File: config.mk
export PLATFORM = sky130hd
export DESIGN_NAME = dukp_update_keying
export DESIGN_NICKNAME = d
export VERILOG_FILES = /design/src/verilog/dukp_pkg.sv /design/src/verilog/dukp_update_keying.sv /design/src/verilog/dukp_prog_mem.sv
export SDC_FILE = /design/constraint.sdc
export NUM_CORES = 2
export LEC_CHECK = 0
export BUFFER_PORTS_ARGS = -buffer_cell sky130_fd_sc_hd__buf_2
export CAP_MARGIN = 0
export CORE_MARGIN = 2
export CORE_UTILIZATION = 51
export DETAILED_ROUTE_END_ITERATION = 12
export PLACE_DENSITY = 0.68
export SLEW_MARGIN = 20
export SYNTH_ARGS = -nofsm -noshare
export SYNTH_HDL_FRONTEND = slang
export SYNTH_SLANG_ARGS = --single-unit
export TNS_END_PERCENT = 1
File: constraint.sdc
create_clock -name clk -period 15.94 [get_ports clk]
set_clock_uncertainty 0.05 [all_clocks]
set_input_delay 1.594 -clock clk [delete_from_list [all_inputs] [get_ports clk]]
set_output_delay 1.594 -clock clk [all_outputs]
set_load 0.01 [all_outputs]
File: src/verilog/dukp_pkg.sv
// Constants shared by the update, keying and programming-port logic
package dukp_pkg;

  // ----------------------------------------------------------------
  // Register space
  // ----------------------------------------------------------------
  localparam int ADDR_W = 6;
  localparam int DATA_W = 8;
  localparam int NUM_REGS = 64;
  localparam int FLAT_W = NUM_REGS * DATA_W;
  localparam int FREQ_W = 48;
  localparam int FREQ_BYTES = 6;
  localparam int PHASE_W = 14;
  localparam int PHASE_BYTES = 2;
  localparam int AMP_W = 12;
  localparam int PHASE_PAD = FREQ_W - PHASE_W;

  localparam logic [5:0] ADDR_PHASE1 = 6'h00;
  localparam logic [5:0] ADDR_PHASE2 = 6'h02;
  localparam logic [5:0] ADDR_FREQ1 = 6'h04;
  localparam logic [5:0] ADDR_FREQ2 = 6'h0a;
  localparam logic [5:0] ADDR_DELTA = 6'h10;
  localparam logic [5:0] ADDR_UPD_PERIOD = 6'h16;
  localparam logic [5:0] ADDR_RAMP_RATE = 6'h1a;
  localparam logic [5:0] ADDR_QDAC = 6'h1b;
  localparam logic [5:0] ADDR_CTRL = 6'h1f;

  // ----------------------------------------------------------------
  // Control byte fields and modes
  // ----------------------------------------------------------------
  localparam int CTRL_INT_UPD_BIT = 0;
  localparam int CTRL_OSK_EN_BIT = 1;
  localparam int CTRL_QDAC_EXT_BIT = 2;
  localparam int CTRL_MODE_LSB = 3;
  localparam int MODE_W = 3;
  localparam logic [2:0] MODE_SINGLE = 3'h0;
  localparam logic [2:0] MODE_FSK = 3'h1;
  localparam logic [2:0] MODE_CHIRP = 3'h3;
  localparam logic [2:0] MODE_BPSK = 3'h4;

  localparam logic [7:0] CTRL_RESET = 8'h01;
  localparam logic [7:0] UPD_PERIOD_RESET = 8'h3f;
  localparam logic [7:0] BYTE_ZERO = 8'h00;
  localparam logic [11:0] AMP_FULL = 12'hfff;
  localparam logic [11:0] AMP_ZERO = 12'h000;

  // ----------------------------------------------------------------
  // Timing and serial framing
  // ----------------------------------------------------------------
  localparam logic [3:0] UPD_PULSE_CYCLES = 4'h8;
  localparam logic [2:0] BIT_LAST = 3'h7;
  localparam int SER_READ_BIT = 7;
  localparam int ADDR_IORST_BIT = 2;
  localparam int ADDR_SDI_BIT = 0;

  // Synchroniser bundle layout
  localparam int SYN_W = 20;
  localparam int SYN_SP = 19;
  localparam int SYN_WR = 18;
  localparam int SYN_RD = 17;
  localparam int SYN_ADDR_LSB = 11;
  localparam int SYN_DATA_LSB = 3;
  localparam int SYN_UPD = 2;
  localparam int SYN_KEY = 1;
  localparam int SYN_OSK = 0;

  function automatic logic [7:0] regDefault(input logic [5:0] a);
    if (a == ADDR_CTRL)
      return CTRL_RESET;
    else if (a == ADDR_UPD_PERIOD)
      return UPD_PERIOD_RESET;
    else
      return BYTE_ZERO;
  endfunction

endpackage

File: src/verilog/dukp_update_keying.sv
// Update strobe, programming ports and keying pins of the synthesizer
`timescale 1ns/10ps
module dukp_update_keying (
  input wire logic clk,
  input wire logic rst,
  input wire logic serialParallelSelect,
  input wire logic writeSerialClockPin,
  input wire logic readChipSelectPinN,
  input wire logic [5:0] addrIn,
  output logic serialDataOut,
  output logic serialDataOeN,
  input wire logic [7:0] dataIn,
  output logic [7:0] dataOut,
  output logic dataOeN,
  input wire logic registerUpdateStrobeIn,
  output logic registerUpdateStrobeOut,
  output logic registerUpdateStrobeOeN,
  input wire logic keyingSelectHoldPin,
  input wire logic shapedKeyingPin,
  output logic [47:0] tuningWord,
  output logic [47:0] phaseAccum,
  output logic [13:0] phaseOffset,
  output logic [11:0] amplitude,
  output logic [11:0] quadratureDacOutput
);

  typedef enum logic [0:0] {SER_INSTR, SER_DATA} dukp_ser_e;

  typedef struct packed {
    logic [dukp_pkg::SYN_W-1:0] s1;
    logic [dukp_pkg::SYN_W-1:0] s2;
    logic [dukp_pkg::SYN_W-1:0] s3;
    dukp_ser_e ser;
    logic [7:0] shiftIn;
    logic [2:0] bitCnt;
    logic [5:0] serAddr;
    logic serRead;
    logic sdo;
    logic sdoOeN;
    logic [7:0] dOut;
    logic dOeN;
    logic [3:0] pulseLeft;
    logic updOut;
    logic updOeN;
    logic [7:0] updTimer;
    logic [47:0] chirpAcc;
    logic [47:0] tuning;
    logic [47:0] phaseAcc;
    logic [13:0] phOff;
    logic [11:0] amp;
    logic [7:0] rampCnt;
    logic [11:0] qOut;
  } dukp_state_s;

  dukp_state_s st_d;
  dukp_state_s st_q;

  // ----------------------------------------------------------------
  // Field extraction from the active register image
  // ----------------------------------------------------------------
  function automatic logic [47:0] regField(input logic [dukp_pkg::FLAT_W-1:0] flat, input int base, input int nbytes);
    logic [47:0] r;
    r = '0;
    for (int i = 0; i < dukp_pkg::FREQ_BYTES; i++)
      if (i < nbytes)
        r = {r[39:0], flat[(base + i) * dukp_pkg::DATA_W +: dukp_pkg::DATA_W]};
    return r;
  endfunction

  logic memWe;
  logic [5:0] memWaddr;
  logic [7:0] memWdata;
  logic [5:0] memRaddr;
  logic [7:0] memRdata;
  logic commit;
  logic [dukp_pkg::FLAT_W-1:0] act;
  logic [47:0] f1, f2, delta, ph1W, ph2W, periodW, rateW, qdacW, ctrlW;
  logic [47:0] phaseSum;
  logic [7:0] ctrl;
  logic [2:0] mode;
  logic parMode, wrRise, sclkRise, sclkFall, rdLvl, ioRst, sdi, updRise, key, shaped_keying_pin;
  logic intUpd, oskEn, qExt, oskStep;
  logic [5:0] pAddr;
  logic [7:0] pData;

  dukp_prog_mem u_mem (
    .clk(clk),
    .rst(rst),
    .wrEn(memWe),
    .wrAddr(memWaddr),
    .wrData(memWdata),
    .rdAddr(memRaddr),
    .commit(commit),
    .rdData(memRdata),
    .activeFlat(act)
  );

  assign f1 = regField(act, dukp_pkg::ADDR_FREQ1, dukp_pkg::FREQ_BYTES);
  assign f2 = regField(act, dukp_pkg::ADDR_FREQ2, dukp_pkg::FREQ_BYTES);
  assign delta = regField(act, dukp_pkg::ADDR_DELTA, dukp_pkg::FREQ_BYTES);
  assign ph1W = regField(act, dukp_pkg::ADDR_PHASE1, dukp_pkg::PHASE_BYTES);
  assign ph2W = regField(act, dukp_pkg::ADDR_PHASE2, dukp_pkg::PHASE_BYTES);
  assign qdacW = regField(act, dukp_pkg::ADDR_QDAC, dukp_pkg::PHASE_BYTES);
  assign periodW = regField(act, dukp_pkg::ADDR_UPD_PERIOD, 1);
  assign rateW = regField(act, dukp_pkg::ADDR_RAMP_RATE, 1);
  assign ctrlW = regField(act, dukp_pkg::ADDR_CTRL, 1);
  assign ctrl = ctrlW[7:0];
  assign mode = ctrl[dukp_pkg::CTRL_MODE_LSB +: dukp_pkg::MODE_W];
  assign intUpd = ctrl[dukp_pkg::CTRL_INT_UPD_BIT];
  assign oskEn = ctrl[dukp_pkg::CTRL_OSK_EN_BIT];
  assign qExt = ctrl[dukp_pkg::CTRL_QDAC_EXT_BIT];

  // ----------------------------------------------------------------
  // Synchronised pin view (second stage and its delayed copy only)
  // ----------------------------------------------------------------
  assign parMode = st_q.s2[dukp_pkg::SYN_SP];
  assign rdLvl = st_q.s2[dukp_pkg::SYN_RD];
  assign wrRise = st_q.s2[dukp_pkg::SYN_WR] & ~st_q.s3[dukp_pkg::SYN_WR];
  assign sclkRise = wrRise;
  assign sclkFall = ~st_q.s2[dukp_pkg::SYN_WR] & st_q.s3[dukp_pkg::SYN_WR];
  assign pAddr = st_q.s2[dukp_pkg::SYN_ADDR_LSB +: dukp_pkg::ADDR_W];
  assign pData = st_q.s2[dukp_pkg::SYN_DATA_LSB +: dukp_pkg::DATA_W];
  assign ioRst = pAddr[dukp_pkg::ADDR_IORST_BIT];
  assign sdi = pAddr[dukp_pkg::ADDR_SDI_BIT];
  assign updRise = st_q.s2[dukp_pkg::SYN_UPD] & ~st_q.s3[dukp_pkg::SYN_UPD];
  assign key = st_q.s2[dukp_pkg::SYN_KEY];
  assign shaped_keying_pin = st_q.s2[dukp_pkg::SYN_OSK];
  assign oskStep = oskEn && (st_q.rampCnt >= rateW[7:0]);
  assign phaseSum = st_q.phaseAcc + {st_q.phOff, {dukp_pkg::PHASE_PAD{1'b0}}};

  // Internal timer or external rising edge moves buffers to active
  assign commit = intUpd ? (st_q.updTimer == dukp_pkg::BYTE_ZERO) : updRise;

  always_comb
  begin
    st_d = st_q;
    st_d.s1 = {serialParallelSelect, writeSerialClockPin, readChipSelectPinN, addrIn, dataIn,
               registerUpdateStrobeIn, keyingSelectHoldPin, shapedKeyingPin};
    st_d.s2 = st_q.s1;
    st_d.s3 = st_q.s2;
    memWe = 1'b0;
    memWaddr = pAddr;
    memWdata = pData;
    memRaddr = pAddr;
    st_d.dOeN = 1'b1;
    st_d.sdoOeN = 1'b1;

    // ------------------------------------------------------------
    // Programming ports
    // ------------------------------------------------------------
    if (parMode)
    begin
      st_d.ser = SER_INSTR;
      st_d.bitCnt = 3'h0;
      memWe = wrRise;
      if (!rdLvl)
      begin
        st_d.dOeN = 1'b0;
        st_d.dOut = memRdata;
      end
    end
    else if (ioRst || rdLvl)
    begin
      st_d.ser = SER_INSTR;
      st_d.bitCnt = 3'h0;
    end
    else
    begin
      if (st_q.ser == SER_DATA && st_q.serRead)
      begin
        st_d.sdoOeN = 1'b0;
        memRaddr = st_q.serAddr;
      end
      if (sclkFall)
        st_d.sdo = memRdata[~st_q.bitCnt];
      if (sclkRise)
      begin
        st_d.shiftIn = {st_q.shiftIn[6:0], sdi};
        st_d.bitCnt = st_q.bitCnt + 3'h1;
        if (st_q.bitCnt == dukp_pkg::BIT_LAST)
        begin
          case (st_q.ser)
            SER_INSTR:
            begin
              st_d.serAddr = st_d.shiftIn[5:0];
              st_d.serRead = st_d.shiftIn[dukp_pkg::SER_READ_BIT];
              st_d.ser = SER_DATA;
            end
            SER_DATA:
            begin
              memWe = !st_q.serRead;
              memWaddr = st_q.serAddr;
              memWdata = st_d.shiftIn;
              st_d.serAddr = st_q.serAddr + 6'h01;
            end
            default:
              st_d.ser = SER_INSTR;
          endcase
        end
      end
    end

    // ------------------------------------------------------------
    // Update strobe pin
    // ------------------------------------------------------------
    st_d.updOeN = ~intUpd;
    if (intUpd && st_q.updTimer == dukp_pkg::BYTE_ZERO)
    begin
      st_d.updTimer = periodW[7:0];
      st_d.pulseLeft = dukp_pkg::UPD_PULSE_CYCLES;
    end
    else
    begin
      if (intUpd)
        st_d.updTimer = st_q.updTimer - 8'h01;
      if (st_q.pulseLeft != 4'h0)
        st_d.pulseLeft = st_q.pulseLeft - 4'h1;
    end
    st_d.updOut = (st_d.pulseLeft != 4'h0);

    // ------------------------------------------------------------
    // Frequency, phase and keying
    // ------------------------------------------------------------
    if (mode == dukp_pkg::MODE_CHIRP)
    begin
      if (!key)
        st_d.chirpAcc = st_q.chirpAcc + delta;
      st_d.tuning = f1 + st_d.chirpAcc;
    end
    else
    begin
      st_d.chirpAcc = '0;
      st_d.tuning = (mode == dukp_pkg::MODE_FSK && key) ? f2 : f1;
    end
    st_d.phOff = (mode == dukp_pkg::MODE_BPSK && key) ? ph2W[13:0] : ph1W[13:0];
    st_d.phaseAcc = st_q.phaseAcc + st_q.tuning;

    if (!oskEn)
    begin
      st_d.amp = dukp_pkg::AMP_FULL;
      st_d.rampCnt = 8'h00;
    end
    else if (oskStep)
    begin
      st_d.rampCnt = 8'h00;
      if (shaped_keying_pin && st_q.amp != dukp_pkg::AMP_FULL)
        st_d.amp = st_q.amp + 12'h001;
      else if (!shaped_keying_pin && st_q.amp != dukp_pkg::AMP_ZERO)
        st_d.amp = st_q.amp - 12'h001;
    end
    else
      st_d.rampCnt = st_q.rampCnt + 8'h01;

    st_d.qOut = qExt ? qdacW[11:0] : phaseSum[47:36];

    if (rst)
    begin
      st_d = '0;
      st_d.sdoOeN = 1'b1;
      st_d.dOeN = 1'b1;
    end
  end

  always_ff @(posedge clk)
    st_q <= st_d;

  assign serialDataOut = st_q.sdo;
  assign serialDataOeN = st_q.sdoOeN;
  assign dataOut = st_q.dOut;
  assign dataOeN = st_q.dOeN;
  assign registerUpdateStrobeOut = st_q.updOut;
  assign registerUpdateStrobeOeN = st_q.updOeN;
  assign tuningWord = st_q.tuning;
  assign phaseAccum = st_q.phaseAcc;
  assign phaseOffset = st_q.phOff;
  assign amplitude = st_q.amp;
  assign quadratureDacOutput = st_q.qOut;
endmodule

File: src/verilog/dukp_prog_mem.sv
// Interface buffers and active programming registers
`timescale 1ns/10ps
module dukp_prog_mem (
  input wire logic clk,
  input wire logic rst,
  input wire logic wrEn,
  input wire logic [5:0] wrAddr,
  input wire logic [7:0] wrData,
  input wire logic [5:0] rdAddr,
  input wire logic commit,
  output logic [7:0] rdData,
  output logic [dukp_pkg::FLAT_W-1:0] activeFlat
);

  typedef struct packed {
    logic [dukp_pkg::NUM_REGS-1:0][7:0] bufRegs;
    logic [dukp_pkg::NUM_REGS-1:0][7:0] actRegs;
    logic [7:0] rd;
  } dukp_mem_s;

  dukp_mem_s st_d;
  dukp_mem_s st_q;

  always_comb
  begin
    st_d = st_q;
    // Commit takes the buffer as it stood before this cycle's write
    if (commit)
      st_d.actRegs = st_q.bufRegs;
    if (wrEn)
      st_d.bufRegs[wrAddr] = wrData;
    st_d.rd = st_q.actRegs[rdAddr];
    if (rst)
    begin
      for (int i = 0; i < dukp_pkg::NUM_REGS; i++)
      begin
        st_d.bufRegs[i] = dukp_pkg::regDefault(6'(i));
        st_d.actRegs[i] = dukp_pkg::regDefault(6'(i));
      end
      st_d.rd = dukp_pkg::BYTE_ZERO;
    end
  end

  always_ff @(posedge clk)
    st_q <= st_d;

  assign rdData = st_q.rd;
  assign activeFlat = st_q.actRegs;

endmodule

Word level (Yosys, flattened, before mapping). Cells that the tools add are included.

Flip-flop bits (word level): 1324. Bits of input ports: 22. Output and inout bits: 147. Word-level logic and storage cells: 260.

Add/sub/neg operators: 11. Order comparisons: 5. Equal/unequal tests: 7. Multiplexer cells: 44. Bitwise operators: 14. Reduce and logical (&&, ||, !) cells: 27.

Operator list (number): $bwmux W512 (1); $add A48 B48 Y48 (4); $mux W48 (4); $mux W8 (10); $bmux W8 S6 (1); $demux W8 S6 (1); $mux W12 (4); $mux W6 (8); $mux W20 (1); $lt A6 B7 Y1 const B (2); $mux W14 (1); $add A12 B1 Y12 const B (1); $ne A12 B12 Y1 const B (1); $pmux W6 S2 (1); $reduce_bool A12 Y1 (1); $sub A12 B1 Y12 const B (1); $not A1 Y1 (10); $mux W1 (9); $add A8 B1 Y8 const B (1); $ge A8 B8 Y1 (1); $logic_and A1 B1 Y1 (8); $logic_not A8 Y1 (1); $mux W4 (2); $reduce_bool A4 Y1 (2); 23 further kinds (32).

Depth between registers and ports, before layout.
Depth after elaboration: 10. Mapped depth: 26.

By module. From an unflattened synthesis, not the netlist that was laid out.

Cells, all modules: 7100. Area total of the unflattened synthesis: 64929.8 um2.

Modules (own cells, without submodules): dukp_prog_mem (instances 1, cells each 4610, area an instance 44950.6 um2, sequential area each 20659.8 um2); dukp_update_keying (instances 1, cells each 2490, area an instance 19979.2 um2, sequential area each 5505.3 um2).

Worst setup path after synthesis. Ideal clock, no wire load.

Path kind: flip-flop to flip-flop. From: register st_q[142] (netlist bit). To: register st_q (netlist bit tuningWord[42]). Library setup time: 0.134 ns. Arrival: 5.005 ns. Slack: 10.751 ns. Cell stages (with the launch flop): 27. Clock period less this slack: 5.189 ns. Path through: dfxtp_1 ha_1 inv_1 fa_1 nor2b_1 o31a_1 o31a_1 o21ai_1 nand2b_1 a221oi_2 o21ai_2 a311o_1 a2111oi_2 a41oi_1 nand3_1 ha_1 nand2_1 o21ai_0 a31oi_1 o21bai_1 nor2b_1 a2111oi_4 o21ai_1 a311o_1 a21oi_1 xor2_1 o22ai_1.

Longest elaborated chain between the ends: 5.

RTL lines: start: declaration (line dukp_update_keying.sv:56) `dukp_state_s st_q;`; start signal: assignment (line dukp_update_keying.sv:265) `st_q <= st_d;`; $add A48 B48 Y48 (line dukp_update_keying.sv:227) `st_d.chirpAcc = st_q.chirpAcc + delta;`; $mux W48 * (line dukp_update_keying.sv:226) `if (!key)`; $mux W48 * (line dukp_update_keying.sv:224) `if (mode == dukp_pkg::MODE_CHIRP)`; $add A48 B48 Y48 * (line dukp_update_keying.sv:228) `st_d.tuning = f1 + st_d.chirpAcc;`; $mux W48 * (line dukp_update_keying.sv:224).

Every way passes the cells marked *; elsewhere a longest branch is shown, timed or not. The select of a mux whose other input is x is not followed. A chain may end at the register's enable or synchronous reset.

Final worst setup path.
From: register u_mem.st_q (netlist bit u_mem.activeFlat[168]). To: register st_q (netlist bit tuningWord[47]).

Longest elaborated chain between the ends: 5.

RTL lines: start: declaration (line dukp_prog_mem.sv:22) `dukp_mem_s st_q;`; start signal: assignment (line dukp_prog_mem.sv:45) `st_q <= st_d;`; $add A48 B48 Y48 (line dukp_update_keying.sv:227); $mux W48 (line dukp_update_keying.sv:226); $mux W48 (line dukp_update_keying.sv:224); $add A48 B48 Y48 (line dukp_update_keying.sv:228); $mux W48 (line dukp_update_keying.sv:224).

Every way passes these cells. The select of a mux whose other input is x is not followed.

==> impl_metrics.toml <==
[global_routing]
grt_start_max_net_pins = 201
grt_pass1_vias = 46100
grt_pass1_wl_um = 277000
antenna_found_initial = 2
overflow = 0
grt_usage_pct = 30.1

[worst_setup_path]
cp.arrival_ps = 6750
reg2reg_depth = 26
r2r_end = "tuningWord[47]"
crit_required_ps = 16510
critPathKind = "reg -> reg"
crit_end = "tuningWord[47]"
reg2reg_from = "u_mem.activeFlat[168]"
critPathLaunch = "u_mem.activeFlat[168]"
endpoint_kind = "flop"
crit_fanout = 5
startpoint_type = "flop"
r2r_slack_ps = 9750

[sta]
tightestPinTransition_ps = 1220
slew_headroom_pct = 18.4
final_max_slew_viol_count = 0
finalSetupViolCount = 0
fmaxAchievable_mhz = 162
layout_worst_path_cycle_share_pct = 38.8
rsz0062_at_grt = "no"
finalCriticalPeriod_ps = 6190
timing.setup.tns_ps = 0
finalHoldViolations = 0

[placed_design]
place.gp.congestion = 0.959
dpl.cell_count = 8248
port_buffers = 168
hpwl_um = 119000

[clocking]
cts_sinks = 1307
post_cts_buffers = 0
cts_hold_buffers = 0
cts_root_buf = "clkbuf_16"
path_clk_slew_ps = 60
numCtsBuffers = 137
worst_skew_pair.late_latency_ps = 760
cts_tree = "built"
clock_path_buffers = 3
htree_levels = 4
cts_resized = 0

[die]
ios = 169
start_util_pct = 51.4
core_um2 = 114000
die_y_um = 343
die_x_um = 343
rows = 124
die_area_um2 = 118000

[logic_synthesis]
yosysSeqAreaShare_pct = 44.6
yosys_most_used_dff = "dfxtp_1"
syn_nets = 7363
synth-async-reset-ratio_pct = 0
syn_area_um2 = 58700
syn_inst = 7155
synth.distinct_cells = 81
avgSynthCellArea_um2 = 8.20
synth_edf_count = 0
yosys_warnings = 0
ys_ff_latch = 1307

[flow_run]
max_cap_viol_count = 0

[routing]
wl_per_cell_um = 21.4
wl_um = 182000
vias = 49900
drt-initial-drc-count = 4707
via_per_inst = 5.88
drc = 0
drt.antenna.violating_nets = 0
drtPass1Iterations = 5

[power]
peakVddDrop_mv = 0.165
power.density_nw_per_um2 = 119
p_leak_nw = 22.7

[min_path]
hp-class = "reg -> reg"

[finish]
layout-drive-gt1-share_pct = 8.98
syn_to_final_growth_pct = 8.98
fin_cells = 8494
fill_cells = 10600
nets = 7083

[run_status]
status = "finished clean"
## cells by family (layout without fill, tap and decap cells)
logic type	after synthesis	after routing	share of synthesized area, %
simple gates	2808	2808	19.8
compound gates	1862	1862	20.2
flops	1307	1307	44.6
buf+inv	731	557	5.80
fa+ha+maj	186	186	4.02
xor+xnor	152	152	2.27
mux	109	109	3.29
other cells	0	1	0
## flip-flops by register name, summed over array words and instances (netlist names), 5 cells and up
signal	cells
tuningWord	48
quadratureDacOutput	12
u_mem.st_q	512
u_mem.rdData	8
phaseOffset	14
dataOut	8
phaseAccum	48
u_mem.activeFlat	512
st_q	110
pAddr	5
amplitude	12
pData	8
## cell usage in the layout, fill, tap and decap left out, types with 30 or more instances in the layout
master,n
a211oi_1,516
a21o_1,107
a21oi_1,791
a22oi_1,46
a311oi_1,65
a31oi_1,41
and2_1,51
and3_1,53
buf_2,167
buf_4,76
clkbuf_16,141
clkbuf_8,30
dfxtp_1,1306
ha_1,182
inv_1,64
mux4_2,66
nand2_1,1578
nand3_1,144
nor2_1,719
nor2_2,30
nor2b_1,70
nor3_1,32
o21ai_0,111
xnor2_1,94
xor2_1,58
## metal layers
layer | routed length, µm | global-route usage [%] | vias up | share of wire, %
met4 | 8630 | 14.2 | 0 | 4.7
met2 | 81900 | 47.4 | 1732 | 45
li1 | - | - | 24100 | -
met5 | 0 | 0 | - | 0
met1 | 79200 | 40.8 | 23800 | 44
met3 | 11800 | 4.13 | 357 | 6.5
## worst max-delay path: stages, from the launching register on
cell       delay [ps]
dfxtp_1           330
ha_1              210
inv_1              80
fa_1              210
nor2b_1            70
o31a_1            280
o31a_1            270
o21ai_1           120
nand2b_1          120
a221oi_2          380
o21ai_2           130
a31oi_1           240
o21ai_0           150
xnor2_1           170
a21oi_1           340
ha_1              350
a21o_1            190
o21bai_1          180
nor3b_1           190
nand3_1           190
a2111oi_0         520
o21ai_0           360
a31oi_1           320
nor2_1            110
a211o_1           280
xnor2_1           130
o22ai_1            90
## report_power, final
part	internal (mW)	leakage, nW	total, mW	switching (mW)
combinational	0.121	9.82	0.916	0.794
clock	1.97	2.34	3.34	1.37
sequential	3.30	10.5	3.33	0.0290
## cell usage after synthesis (all sizes together), types with 58 or more instances
cell type / count / share of area (%)
a211oi: 516 / 6.6
a21o: 107 / 1.4
a21oi: 791 / 6.7
a311oi: 65 / 0.97
buf: 231 / 2.6
clkbuf: 436 / 2.8
dfxtp: 1307 / 45
ha: 182 / 3.9
inv: 64 / 0.41
mux4: 66 / 2.5
nand2: 1578 / 10
nand3: 145 / 1.2
nor2: 750 / 4.8
nor2b: 70 / 0.75
o21ai: 126 / 1.1
xnor2: 94 / 1.4
xor2: 58 / 0.87
## layout make-up
class	instances	area, µm²	area share [%]
multi-input combinational	5117	29400	46.0
clock inverter	51	704	1.10
sequential	1307	26200	40.9
tap	1512	1890	2.96
clock buffer	194	4030	6.30
timing repair buffer	248	1490	2.33
inverter	64	240	0.376
antenna	1	2.50	0.00391
## worst min path at each step
stage,slack [ps],from,to,cells past startpoint
after CTS,390,st_q[274],shaped_keying_pin,1
after global routing,400,st_q[274],shaped_keying_pin,1
after detailed placement,380,st_q[284],pData[7],1
final,390,st_q[284],pData[7],1
after floorplan,360,st_q[287],ioRst,1
after global placement,370,st_q[274],shaped_keying_pin,1
## per-stage QoR
step / util, % / worst slack (ps) / hold WS [ps] / power, mW / cell area, µm²
2_1_floorplan: - / 10750 / 364 / 4.04 / 58700
3_3_place_gp: 51.8 / 9830 / 370 / 4.30 / 59100
3_5_place_dp: 51.8 / 9860 / 376 / 4.30 / 59100
4_1_cts: 55.9 / 9810 / 394 / 7.61 / 63900
5_1_grt: 56.0 / 9300 / 401 / 7.82 / 63900
6_report: 56.0 / 9750 / 390 / 7.58 / 63900
Power figures use the tool's default switching activity.
